### src/logic/tbd_pkg.sv
// Purpose: constants for the time base and buzzer divider
// Assumes: 8-bit register port, one system clock
// Notes: offsets are byte addresses on the plain port
package tbd_pkg;
    // =====================================================
    // register map
    localparam logic [7:0] TBD_OFS_CTRL = 8'h00;
    localparam logic [7:0] TBD_OFS_STAT = 8'h04;
    localparam logic [7:0] TBD_OFS_MASK = 8'h08;
    localparam logic [7:0] TBD_OFS_DIVH = 8'h0c;
    localparam logic [7:0] TBD_OFS_MODE = 8'h10;
    localparam logic [7:0] TBD_CTRL_RST = 8'h00;
    localparam logic [7:0] TBD_MASK_RST = 8'h00;
    localparam logic [7:0] TBD_ZERO = 8'h00;

    // =====================================================
    // control and status field positions
    localparam int TBD_B_TICK_EN = 3;
    localparam int TBD_B_SRC = 4;
    localparam int TBD_B_BUZ_EN = 7;
    localparam int TBD_F_TICK_LO = 0;
    localparam int TBD_F_BUZ_LO = 5;
    localparam int TBD_B_ST_TICK = 0;
    localparam int TBD_B_ST_BUZ = 1;

    // =====================================================
    // divider shape
    localparam int TBD_DIV_W = 23;
    localparam int TBD_LOW_W = 8;
    localparam int TBD_HI_W = TBD_DIV_W - TBD_LOW_W;
    localparam int TBD_DIVH_LO = TBD_DIV_W - 8;

    // =====================================================
    // tap bit index per code; bit n toggles at clock/2^(n+1)
    localparam logic [4:0] TBD_TICK_TAP [8] = '{
        5'h16, 5'h14, 5'h0f, 5'h0d, 5'h0c, 5'h0b, 5'h0a, 5'h08};
    localparam logic [4:0] TBD_BUZ_TAP [4] = '{
        5'h0c, 5'h0b, 5'h0a, 5'h09};
    localparam logic [2:0] TBD_SLOW_MAX_CODE = 3'h1;

    // =====================================================
    // operating modes
    typedef enum logic [1:0] {
        TBD_MODE_NORMAL = 2'b00,
        TBD_MODE_IDLE = 2'b01,
        TBD_MODE_SLOW = 2'b10,
        TBD_MODE_SLEEP = 2'b11
    } tbd_mode_t;
endpackage

### src/logic/tbd_time_base.sv
// Purpose: periodic tick and buzzer square wave from a shared divider
// Assumes: ref_clk_i is the high-frequency clock; low_freq_tick_i
//          is a one-cycle pulse per low-frequency clock period
// Notes: divider is never cleared by software
//
// What this block does
// - tick on each falling edge of tap
// - enabling tick leaves divider running
// - high clock tick taps per code
// - low clock tick taps; slow modes codes 0-1
// - buzzer pin active-low square wave when enabled
// - buzzer fields share control register
// - buzzer taps for high and low clocks
//
// Added by the designer: the register addresses and strobed register access.
`timescale 1ns/1ps
module tbd_time_base
    import tbd_pkg::*;
(
    input wire logic ref_clk_i,
    input wire logic srst_i,
    input wire logic ce_i,
    input wire logic low_freq_tick_i,
    input wire logic [1:0] op_mode_i,
    input wire logic [7:0] addr_i,
    input wire logic [7:0] wdata_i,
    input wire logic wr_i,
    input wire logic rd_i,
    output logic [7:0] rdata_o,
    output logic irq_o,
    output logic tick_irq_o,
    output logic buzzer_out_n_o
);

    // =====================================================
    // declarations
    logic [7:0] ctrl_reg;
    logic [7:0] stat_reg;
    logic [7:0] stat_next;
    logic [7:0] mask_reg;
    logic [7:0] mask_next;
    logic [TBD_DIV_W-1:0] div_reg;
    logic tick_tap_d_reg;
    logic buz_tap_d_reg;
    logic [7:0] rdata_next;
    tbd_mode_t mode;
    logic slow_clk;
    logic use_fs;
    logic low_carry;
    logic hi_step;
    logic [2:0] tick_code;
    logic [1:0] buz_code;
    logic tick_tap;
    logic buz_tap;
    logic tick_avail;
    logic tick_fall;
    logic buz_rise;
    logic tick_pulse;

    // =====================================================
    // mode and source decode
    assign mode = tbd_mode_t'(op_mode_i);
    assign slow_clk = (mode == TBD_MODE_SLOW) || (mode == TBD_MODE_SLEEP);
    assign use_fs = ctrl_reg[TBD_B_SRC] || slow_clk;
    assign tick_code = ctrl_reg[TBD_F_TICK_LO +: 3];
    assign buz_code = ctrl_reg[TBD_F_BUZ_LO +: 2];
    assign low_carry = &div_reg[TBD_LOW_W-1:0];
    assign hi_step = use_fs ? low_freq_tick_i : low_carry;

    // =====================================================
    // shared divider: low stages on the high clock,
    // upper stages fed by carry or by the low clock
    always_ff @(posedge ref_clk_i) begin
        if (srst_i) begin
            div_reg <= '0;
        end else if (ce_i) begin
            div_reg[TBD_LOW_W-1:0] <= div_reg[TBD_LOW_W-1:0] + 8'h01;
            if (hi_step) begin
                div_reg[TBD_DIV_W-1:TBD_LOW_W] <=
                    div_reg[TBD_DIV_W-1:TBD_LOW_W] + 15'h0001;
            end
        end
    end

    // =====================================================
    // tap selection
    assign tick_tap = div_reg[TBD_TICK_TAP[tick_code]];
    assign buz_tap = div_reg[TBD_BUZ_TAP[buz_code]];
    assign tick_avail = !slow_clk || (tick_code <= TBD_SLOW_MAX_CODE);

    always_ff @(posedge ref_clk_i) begin
        if (srst_i) begin
            tick_tap_d_reg <= 1'b0;
            buz_tap_d_reg <= 1'b0;
        end else if (ce_i) begin
            tick_tap_d_reg <= tick_tap;
            buz_tap_d_reg <= buz_tap;
        end
    end

    // falling edge while enabled; the divider is left alone on enable
    assign tick_fall = tick_tap_d_reg && !tick_tap;
    assign tick_pulse = tick_fall && ctrl_reg[TBD_B_TICK_EN] && tick_avail;
    assign buz_rise = !buz_tap_d_reg && buz_tap && ctrl_reg[TBD_B_BUZ_EN];

    // =====================================================
    // tick request output
    always_ff @(posedge ref_clk_i) begin
        if (srst_i) begin
            tick_irq_o <= 1'b0;
        end else if (ce_i) begin
            tick_irq_o <= tick_pulse;
        end
    end

    // =====================================================
    // buzzer pin, idle high when disabled
    always_ff @(posedge ref_clk_i) begin
        if (srst_i) begin
            buzzer_out_n_o <= 1'b1;
        end else if (ce_i) begin
            buzzer_out_n_o <= ctrl_reg[TBD_B_BUZ_EN] ? !buz_tap : 1'b1;
        end
    end

    // =====================================================
    // control register
    always_ff @(posedge ref_clk_i) begin
        if (srst_i) begin
            ctrl_reg <= TBD_CTRL_RST;
        end else if (ce_i && wr_i && addr_i == TBD_OFS_CTRL) begin
            ctrl_reg <= wdata_i;
        end
    end

    // =====================================================
    // mask register, next value shared with the interrupt level
    always_comb begin
        mask_next = mask_reg;
        if (wr_i && addr_i == TBD_OFS_MASK) begin
            mask_next = wdata_i & 8'h03;
        end
    end

    always_ff @(posedge ref_clk_i) begin
        if (srst_i) begin
            mask_reg <= TBD_MASK_RST;
        end else if (ce_i) begin
            mask_reg <= mask_next;
        end
    end

    // =====================================================
    // sticky status, write one to clear, set wins
    always_comb begin
        stat_next = stat_reg;
        if (wr_i && addr_i == TBD_OFS_STAT) begin
            stat_next = stat_reg & ~wdata_i;
        end
        if (tick_pulse) begin
            stat_next[TBD_B_ST_TICK] = 1'b1;
        end
        if (buz_rise) begin
            stat_next[TBD_B_ST_BUZ] = 1'b1;
        end
    end

    always_ff @(posedge ref_clk_i) begin
        if (srst_i) begin
            stat_reg <= TBD_ZERO;
        end else if (ce_i) begin
            stat_reg <= stat_next;
        end
    end

    // =====================================================
    // interrupt level
    always_ff @(posedge ref_clk_i) begin
        if (srst_i) begin
            irq_o <= 1'b0;
        end else if (ce_i) begin
            irq_o <= |(stat_next & mask_next);
        end
    end

    // =====================================================
    // read port, data one cycle after the strobe
    always_comb begin
        rdata_next = TBD_ZERO;
        if (rd_i) begin
            unique case (addr_i)
                TBD_OFS_CTRL: rdata_next = ctrl_reg;
                TBD_OFS_STAT: rdata_next = stat_reg;
                TBD_OFS_MASK: rdata_next = mask_reg;
                TBD_OFS_DIVH: rdata_next = div_reg[TBD_DIV_W-1:TBD_DIVH_LO];
                TBD_OFS_MODE: rdata_next = {6'h00, op_mode_i};
                default: rdata_next = TBD_ZERO;
            endcase
        end
    end

    always_ff @(posedge ref_clk_i) begin
        if (srst_i) begin
            rdata_o <= TBD_ZERO;
        end else if (ce_i) begin
            rdata_o <= rdata_next;
        end
    end

    // =====================================================
    // checks
    property p_tick_on_fall;
        @(posedge ref_clk_i) disable iff (srst_i)
        ce_i && tick_fall && ctrl_reg[TBD_B_TICK_EN] && tick_avail |=> tick_irq_o;
    endproperty
    a_tick_on_fall: assert property (p_tick_on_fall)
        else $error("tick missed on tap falling edge");

    property p_tick_needs_cause;
        @(posedge ref_clk_i) disable iff (srst_i)
        ce_i && !(tick_fall && ctrl_reg[TBD_B_TICK_EN]) |=> !tick_irq_o;
    endproperty
    a_tick_needs_cause: assert property (p_tick_needs_cause)
        else $error("tick without enabled falling edge");

    property p_div_free_run;
        @(posedge ref_clk_i) disable iff (srst_i)
        ce_i && wr_i && addr_i == TBD_OFS_CTRL |=>
            div_reg[TBD_LOW_W-1:0] == $past(div_reg[TBD_LOW_W-1:0]) + 8'h01;
    endproperty
    a_div_free_run: assert property (p_div_free_run)
        else $error("divider disturbed by control write");

    property p_slow_codes;
        @(posedge ref_clk_i) disable iff (srst_i)
        ce_i && slow_clk && tick_code > TBD_SLOW_MAX_CODE |=> !tick_irq_o;
    endproperty
    a_slow_codes: assert property (p_slow_codes)
        else $error("tick on unavailable slow code");

    property p_buz_idle;
        @(posedge ref_clk_i) disable iff (srst_i)
        ce_i && !ctrl_reg[TBD_B_BUZ_EN] |=> buzzer_out_n_o;
    endproperty
    a_buz_idle: assert property (p_buz_idle)
        else $error("buzzer pin driven while disabled");

    property p_buz_follow;
        @(posedge ref_clk_i) disable iff (srst_i)
        ce_i && ctrl_reg[TBD_B_BUZ_EN] |=> buzzer_out_n_o == !$past(buz_tap);
    endproperty
    a_buz_follow: assert property (p_buz_follow)
        else $error("buzzer pin not following tap");

    property p_tick_one_cycle;
        @(posedge ref_clk_i) disable iff (srst_i)
        ce_i && tick_irq_o ##1 ce_i |-> !tick_irq_o;
    endproperty
    a_tick_one_cycle: assert property (p_tick_one_cycle)
        else $error("tick request longer than one cycle");

    property p_ctrl_write;
        @(posedge ref_clk_i) disable iff (srst_i)
        ce_i && wr_i && addr_i == TBD_OFS_CTRL |=>
            buz_code == $past(wdata_i[TBD_F_BUZ_LO +: 2]);
    endproperty
    a_ctrl_write: assert property (p_ctrl_write)
        else $error("buzzer field not in control register");

    property p_irq_level;
        @(posedge ref_clk_i) disable iff (srst_i)
        ce_i |=> irq_o == |(stat_reg & mask_reg);
    endproperty
    a_irq_level: assert property (p_irq_level)
        else $error("interrupt level wrong");

    property p_stat_set_wins;
        @(posedge ref_clk_i) disable iff (srst_i)
        ce_i && tick_pulse |=> stat_reg[TBD_B_ST_TICK];
    endproperty
    a_stat_set_wins: assert property (p_stat_set_wins)
        else $error("tick status lost to a clear");

    property p_buz_status;
        @(posedge ref_clk_i) disable iff (srst_i)
        ce_i && buz_rise |=> stat_reg[TBD_B_ST_BUZ];
    endproperty
    a_buz_status: assert property (p_buz_status)
        else $error("buzzer status not set on rising tap");

    property p_rdata_idle;
        @(posedge ref_clk_i) disable iff (srst_i)
        ce_i && !rd_i |=> rdata_o == TBD_ZERO;
    endproperty
    a_rdata_idle: assert property (p_rdata_idle)
        else $error("read data not cleared after one cycle");

    property p_ctrl_readback;
        @(posedge ref_clk_i) disable iff (srst_i)
        ce_i && rd_i && addr_i == TBD_OFS_CTRL |=> rdata_o == $past(ctrl_reg);
    endproperty
    a_ctrl_readback: assert property (p_ctrl_readback)
        else $error("control readback wrong");

    property p_mode_readback;
        @(posedge ref_clk_i) disable iff (srst_i)
        ce_i && rd_i && addr_i == TBD_OFS_MODE |=> rdata_o == {6'h00, $past(op_mode_i)};
    endproperty
    a_mode_readback: assert property (p_mode_readback)
        else $error("mode readback wrong");

    property p_div_freeze;
        @(posedge ref_clk_i) disable iff (srst_i)
        !ce_i |=> div_reg == $past(div_reg);
    endproperty
    a_div_freeze: assert property (p_div_freeze)
        else $error("divider moved while frozen");

    property p_hi_carry;
        @(posedge ref_clk_i) disable iff (srst_i)
        ce_i && !use_fs && low_carry |=>
            div_reg[TBD_DIV_W-1:TBD_LOW_W] == $past(div_reg[TBD_DIV_W-1:TBD_LOW_W]) + 15'h0001;
    endproperty
    a_hi_carry: assert property (p_hi_carry)
        else $error("upper divider missed low carry");

    property p_lf_hold;
        @(posedge ref_clk_i) disable iff (srst_i)
        ce_i && use_fs && !low_freq_tick_i |=> $stable(div_reg[TBD_DIV_W-1:TBD_LOW_W]);
    endproperty
    a_lf_hold: assert property (p_lf_hold)
        else $error("upper divider stepped without low clock");

    property p_mask_write;
        @(posedge ref_clk_i) disable iff (srst_i)
        ce_i && wr_i && addr_i == TBD_OFS_MASK |=> mask_reg == ($past(wdata_i) & 8'h03);
    endproperty
    a_mask_write: assert property (p_mask_write)
        else $error("mask write not taken");

    c_tick: cover property (@(posedge ref_clk_i) disable iff (srst_i) tick_irq_o);
    c_buz: cover property (@(posedge ref_clk_i) disable iff (srst_i)
        $fell(buzzer_out_n_o) ##[1:300] $rose(buzzer_out_n_o));
    c_irq: cover property (@(posedge ref_clk_i) disable iff (srst_i) $rose(irq_o));
    c_freeze: cover property (@(posedge ref_clk_i) disable iff (srst_i) !ce_i ##1 ce_i);
    c_slow_buz: cover property (@(posedge ref_clk_i) disable iff (srst_i) slow_clk && $fell(buzzer_out_n_o));

endmodule // tbd_time_base

### config.mk
export PLATFORM = sky130hd
export DESIGN_NAME = tbd_time_base
export DESIGN_NICKNAME = d
export VERILOG_FILES = /design/src/logic/tbd_pkg.sv /design/src/logic/tbd_time_base.sv
export SDC_FILE = /design/constraint.sdc
export NUM_CORES = 1
export LEC_CHECK = 0
export ABC_CLOCK_PERIOD_IN_PS = 3600
export BUFFER_PORTS_ARGS = -buffer_cell sky130_fd_sc_hd__buf_2
export CORE_MARGIN = 3
export CORE_UTILIZATION = 40
export CTS_CLUSTER_DIAMETER = 200
export DETAILED_ROUTE_END_ITERATION = 8
export PLACE_DENSITY = 0.67
export SYNTH_ARGS = -nofsm -noshare
export SYNTH_HDL_FRONTEND = slang
export SYNTH_SLANG_ARGS = --single-unit
export TNS_END_PERCENT = 10
### constraint.sdc
create_clock -name ref_clk_i -period 3.6 [get_ports ref_clk_i]
set_input_delay 0.18 -clock ref_clk_i [delete_from_list [all_inputs] [get_ports ref_clk_i]]
set_output_delay 0.18 -clock ref_clk_i [all_outputs]
set_load 0.005 [all_outputs]
==> flow_metrics.py, run 1 <==
metrics = {
    "setup_path": {
        "cp_top_family": "simple AND/OR/NAND/NOR gates",
        "start_kind": "flop",
        "critical_path_class": "reg -> reg",
        "cp.depth": 8,
        "cp-end-kind": "flop",
        "crit_path_top_delay_cell": "dfxtp_1",
        "slowest_delay_ns": 0.51,
        "reg2regPathDepth": 8,
        "critPathArrivalTime_ns": 2.55,
        "path_cells": "inv_1 -> ha_1 -> or2_2 -> nor4_1 -> nor3_1 -> a221oi_1 -> nand2_1 -> a21oi_1",
        "critPathBufInv": 1,
        "cp_max_fo": 7,
        "cp_data_required_time_ns": 3.87,
    },
    "power_and_ir_drop": {
        "pwr-share-comb_pct": 5.0,
        "p_switching_mw": 0.306,
        "peakVddDrop_uv": 214,
        "p_seq_share_pct": 51.7,
        "swShare_pct": 23.5,
        "clockPowerShare_pct": 43.3,
        "p_int_mw": 0.995,
        "p_per_area_mw_per_mm2": 380,
        "leakage_nw": 1.34,
    },
    "clock_network": {
        "hold_buffers": 0,
        "tritoncts": "built",
        "cts_root_buf": "clkbuf_8",
        "clock_path_buffers": 2,
        "worstSkewPairLatency_ns": 0.35,
        "cts.sinks": 60,
        "post_cts_buffers": 0,
        "htree_levels": 3,
        "cts_resized": 0,
        "numCtsBuffers": 9,
        "clkSlewWorstSetupHoldPaths_ns": 0.07,
    },
    "synth": {
        "yosysSeqAreaShare_pct": 40.0,
        "synth_common_cells": "60 x dfxtp_1, 41 x nor2_1, 40 x nand2_1",
        "syn_nets": 383,
        "syn_area_mm2": 0.00301,
        "syn_area_per_cell_um2": 8.52,
        "synth_edf_count": 0,
        "ys_dominant_reg_cell": "dfxtp_1",
        "ys_top_cells_by_area": "dfxtp_1 40%, mux2i_1 9.3%, nor2_1 5.1%",
        "synth_cell_types": 45,
        "yosysTopAreaCell": "dfxtp_1",
        "synth_most_common_cell": "dfxtp_1",
        "synth-seq-cells": 60,
        "ys_async_sr_fraction_pct": 0,
        "synth_top_area_share_pct": 40.0,
        "synthCells": 353,
        "yosys_warnings": 0,
    },
    "route": {
        "totalWireLength_um": 6900,
        "wire_per_inst_um": 14.3,
        "drc_errors": 0,
        "firstDrtPassIters": 4,
        "drtIter0Drc": 141,
        "vias_per_cell": 5.30,
        "vias": 2566,
        "postRouteAntennaNets": 0,
    },
    "die": {
        "die_height_um": 92.7,
        "initial_core_util_pct": 42.6,
        "placementRows": 30,
        "dieArea_mm2": 0.00859,
        "die_x_um": 92.7,
        "core_mm2": 0.00706,
        "ios": 35,
    },
    "placement": {
        "placed_cells": 468,
        "routabilityCongestion": 0.866,
        "post-dp-hpwl_um": 4960,
        "numPortBuffers": 34,
    },
    "global_routing": {
        "grt.busiest_layer": "met2",
        "use_met1_pct": 22.8,
        "grt_pass1_wl_um": 11500,
        "first_global_vias": 2355,
        "grt_max_degree": 52,
        "grt_util_met3_pct": 6.42,
        "use_met2_pct": 25.6,
        "grtUsageTotal_pct": 17.0,
        "antenna_found_initial": 0,
        "grt_overflow": 0,
    },
    "worst_hold_path": {
        "min_delay_path_depth": 2,
        "min_path_type": "in -> reg",
    },
    "run": {
        "maxCapViolations": 0,
    },
    "timing": {
        "setup_viol": 0,
        "slew_headroom_pct": 40.8,
        "clock_skew_ns": 0.00535,
        "fin_setup_tns_ns": 0,
        "min_period_ns": 2.28,
        "tightestPinTransition_ns": 0.888,
        "fin_crit_sh_pct": 63.5,
        "rsz0062_at_grt": "no",
        "final-hold-violation-count": 0,
        "maxSlewViolCount": 0,
        "max_freq_ghz": 0.438,
    },
    "final_layout": {
        "drive_above_1_share_pct": 15.5,
        "nets": 413,
        "stdcell_count": 484,
        "antenna_cells": 0,
        "largest_reg_flops": 23,
        "syn2layout_area_growth_pct": 13.9,
    },
    "status": {
        "status": "finished clean",
    },
}
[cell families (layout without fill, tap and decap cells)]
group / count (synthesis) / in the layout / share of synthesized area (%)
AO/OA/AOI/OAI: 66 / 66 / 13.4
XOR/XNOR: 15 / 15 / 4.37
adder cells (fa/ha/maj): 6 / 6 / 2.50
buffers and inverters: 25 / 60 / 3.20
flip-flops: 60 / 60 / 39.9
multiplexers: 30 / 30 / 10.4
AND/OR/NAND/NOR: 151 / 151 / 26.1
[final timing paths]
kind	start	endpoint	slack, ns
hold reg to reg	rdata_o[2]	rdata_o[2]	0.45
setup / recovery	ctrl_reg[0]	stat_reg[0]	1.32
hold / removal	wdata_i[3]	stat_reg[3]	0.04
setup reg to reg	ctrl_reg[0]	stat_reg[0]	1.32
[routing by layer]
metal / vias up / wire length, µm
li1: 1307 / -
met1: 1185 / 3160
met2: 60 / 3170
met3: 14 / 448
met4: 0 / 117
met5: - / 0
[power groups by stage]
| stage | Sequential, mW | Clock [mW] | Combinational [mW] |
|---|---|---|---|
| 6_report | 0.673 | 0.563 | 0.0651 |
| 3_3_place_gp | 0.688 | 0 | 0.0646 |
| 5_1_grt | 0.673 | 0.612 | 0.0728 |
| 4_1_cts | 0.673 | 0.577 | 0.0656 |
| 2_1_floorplan | 0.686 | 0 | 0.0379 |
| 3_5_place_dp | 0.688 | 0 | 0.0656 |
[metrics by stage]
stage / area, µm² / hold WS, ns / setup slack (ns) / util (%) / total power [mW]
after detailed placement: 3240 / 0.398 / 1.33 / 45.9 / 0.753
final: 3430 / 0.0407 / 1.32 / 48.5 / 1.30
after global routing: 3430 / 0.0258 / 1.12 / 48.5 / 1.36
after CTS: 3430 / 0.0295 / 1.30 / 48.5 / 1.32
after floorplan: 3010 / 0.268 / 1.62 / - / 0.724
after global placement: 3240 / 0.390 / 1.38 / 45.9 / 0.752
[final cells by class]
cell class / count / area (µm²)
Fill cell: 715 / 3630
Multi-Input combinational cell: 268 / 1710
Sequential cell: 60 / 1200
Timing Repair Buffer: 34 / 170
Clock buffer: 12 / 165
Tap cell: 96 / 120
Inverter: 10 / 37.5
Clock inverter: 4 / 22.5
[layout by cell type (no fill, tap or decap), drive strengths merged, types with 10 or more instances in the layout]
cell type / synthesis / routed
a21oi: 20 / 20
and2: 11 / 11
buf: 2 / 34
clkbuf: 13 / 12
dfxtp: 60 / 60
inv: 10 / 10
mux2i: 28 / 28
nand2: 40 / 40
nand2b: 10 / 10
nor2: 41 / 41
o21ai: 23 / 23
xnor2: 10 / 10
No activity file was read; power rests on OpenSTA's default activity.
==> run 2: changes to the inputs <==
--- a/config.mk
+++ b/config.mk
@@ -5,13 +5,13 @@
 export SDC_FILE = /design/constraint.sdc
 export NUM_CORES = 1
 export LEC_CHECK = 0
-export ABC_CLOCK_PERIOD_IN_PS = 3600
+export ABC_CLOCK_PERIOD_IN_PS = 2000
 export BUFFER_PORTS_ARGS = -buffer_cell sky130_fd_sc_hd__buf_2
 export CORE_MARGIN = 3
 export CORE_UTILIZATION = 40
 export CTS_CLUSTER_DIAMETER = 200
 export DETAILED_ROUTE_END_ITERATION = 8
-export PLACE_DENSITY = 0.67
+export PLACE_DENSITY = 0.69
 export SYNTH_ARGS = -nofsm -noshare
 export SYNTH_HDL_FRONTEND = slang
 export SYNTH_SLANG_ARGS = --single-unit
==> constraint.sdc (replaced) <==
create_clock -name ref_clk_i -period 2 [get_ports ref_clk_i]
set_input_delay 0.1 -clock ref_clk_i [delete_from_list [all_inputs] [get_ports ref_clk_i]]
set_output_delay 0.1 -clock ref_clk_i [all_outputs]
set_load 0.005 [all_outputs]
==> run 2 against run 1 <==
  * Non-clock buffer count grew 29
  * Global-route usage up 1.2 points
  * Core utilization is 5.2 points higher
  * Wire length up 9.5%
  * Largest cell class unchanged
  * Die area unchanged
  * Fmax up 21%
  * Sequential share of layout area decreased by 3.3 points
  * Design area grew 11%
  * Via count grew 6.0%
  * First-iteration DRC count up 22%
  * Sequential power rose by 80%
  * Final cell count grew 6.0%
==> flow_metrics.py, run 2 (synthesis gave the netlist of run 1 again) <==
metrics = {
    "final_layout": {
        "drive_above_1_share_pct": 23.0,
        "largest_reg_flops": 23,
        "nFillCells": 658,
        "nets": 442,
        "final_core_util_pct": 53.7,
        "antenna_cells": 0,
        "syn2layout_area_growth_pct": 26.1,
        "layout_common_cells": "58 x dfxtp_1, 41 x nor2_1, 40 x nand2_1",
        "final_common_cell": "dfxtp_1",
    },
    "power_and_ir_drop": {
        "p_seq_share_pct": 49.4,
        "leakage_nw": 1.52,
        "pwr-share-comb_pct": 5.9,
        "p_per_area_mw_per_mm2": 647,
        "p_int_mw": 1.91,
        "peakVddDrop_uv": 531,
        "p_total_mw": 2.45,
        "clockPowerShare_pct": 44.7,
        "swShare_pct": 22.3,
        "p_switching_mw": 0.548,
    },
    "timing": {
        "fin_hold_ws_ns": 0.0369,
        "setup_slack_ns": 0.118,
        "final-hold-violation-count": 0,
        "min_period_ns": 1.88,
        "rsz0062_at_grt": "yes",
        "fin_setup_tns_ns": 0,
        "maxSlewViolCount": 0,
        "slew_headroom_pct": 62.6,
        "tightestPinTransition_ns": 0.556,
        "max_freq_ghz": 0.531,
        "fin_crit_sh_pct": 94.1,
        "setup_viol": 0,
        "clock_skew_ns": 0.00826,
    },
    "setup_path": {
        "cp-end-kind": "flop",
        "crit_start": "ctrl_reg[5]",
        "critical_path_class": "reg -> reg",
        "cp_data_required_time_ns": 2.27,
        "start_kind": "flop",
        "critPathArrivalTime_ns": 2.15,
        "cp_max_fo": 4,
        "r2r-start": "ctrl_reg[5]",
    },
    "global_routing": {
        "grt_pass1_wl_um": 12300,
        "grtUsageTotal_pct": 18.2,
        "grt_max_degree": 23,
        "first_global_vias": 2621,
        "antenna_found_initial": 0,
        "grt_overflow": 0,
    },
    "route": {
        "vias": 2720,
        "totalWireLength_um": 7560,
        "drc_errors": 0,
        "wire_per_inst_um": 14.7,
        "drtIter0Drc": 172,
        "postRouteAntennaNets": 0,
        "firstDrtPassIters": 5,
        "vias_per_cell": 5.30,
    },
    "die": {
        "initial_core_util_pct": 42.6,
        "placementRows": 30,
        "core_mm2": 0.00706,
        "die_height_um": 92.7,
        "ios": 35,
        "dieArea_mm2": 0.00859,
        "die_x_um": 92.7,
    },
    "clock_network": {
        "clkSlewWorstSetupHoldPaths_ns": 0.07,
        "cts_root_buf": "clkbuf_8",
        "tritoncts": "built",
        "worstSkewPairLatency_ns": 0.34,
        "clock_path_buffers": 2,
        "cts.sinks": 60,
        "numCtsBuffers": 9,
        "htree_levels": 3,
    },
    "worst_hold_path": {
        "min_path_type": "in -> reg",
        "hold_start": "rd_i",
    },
    "placement": {
        "routabilityCongestion": 0.902,
        "post-place-ws_ns": -0.0500,
        "numPortBuffers": 34,
        "post-dp-hpwl_um": 5460,
    },
    "run": {
        "maxCapViolations": 0,
    },
    "status": {
        "status": "finished clean",
    },
}
[run 2: final timing paths]
kind	end	cells after the start	slack, ns
max	irq_o	10	0.12
min	rdata_o[0]	3	0.04
max reg2reg	irq_o	10	0.12
min reg2reg	rdata_o[7]	2	0.45
[run 2: worst max-delay path, stage by stage, from the launching register on]
cell	delay, ns
dfxtp_1	0.35
inv_2	0.07
ha_4	0.17
buf_4	0.15
nor2b_2	0.12
a2111oi_2	0.06
nor4_1	0.27
buf_4	0.17
nand2_1	0.05
o211a_1	0.23
o211ai_1	0.17
[run 2: final cells by class]
cell class	instances	area (µm²)	share of cell area, %
multi-input cells	268	1810	47.7
flip-flops and latches	60	1200	31.7
repair buffers	63	419	11.1
clock buffers	12	155	4.09
well taps	96	120	3.17
clock inverters	4	47.5	1.25
inverters	10	37.5	0.990
[run 2: power by group through the flow]
stage	Clock [mW]	Sequential, mW	Combinational (mW)
after CTS	1.12	1.21	0.143
after global placement	0	1.24	0.131
after floorplan	0	1.24	0.0683
after global routing	1.18	1.21	0.158
after detailed placement	0	1.24	0.133
final	1.10	1.21	0.145
[run 2: timing repair]
item	CTS	global route
setup buffers	0	2
gates resized for setup	1	22
hold buffers	6	0
setup endpoints to repair	3	12
pin swaps	0	6
hold endpoints to repair	6	0
[run 2: metrics by stage]
| stage | instance area, µm² | std cells |
|---|---|---|
| 2_1_floorplan | 3010 | 353 |
| 3_3_place_gp | 3410 | 489 |
| 3_5_place_dp | 3410 | 489 |
| 4_1_cts | 3680 | 511 |
| 5_1_grt | 3790 | 513 |
| 6_report | 3790 | 513 |
[run 2: layer usage]
metal,up-vias,GRT usage (%),wire [µm]
li1,1354,-,-
met3,11,6.09,443
met4,0,5.49,89
met5,-,0,0
met1,1272,23.3,3510
met2,83,29.0,3510
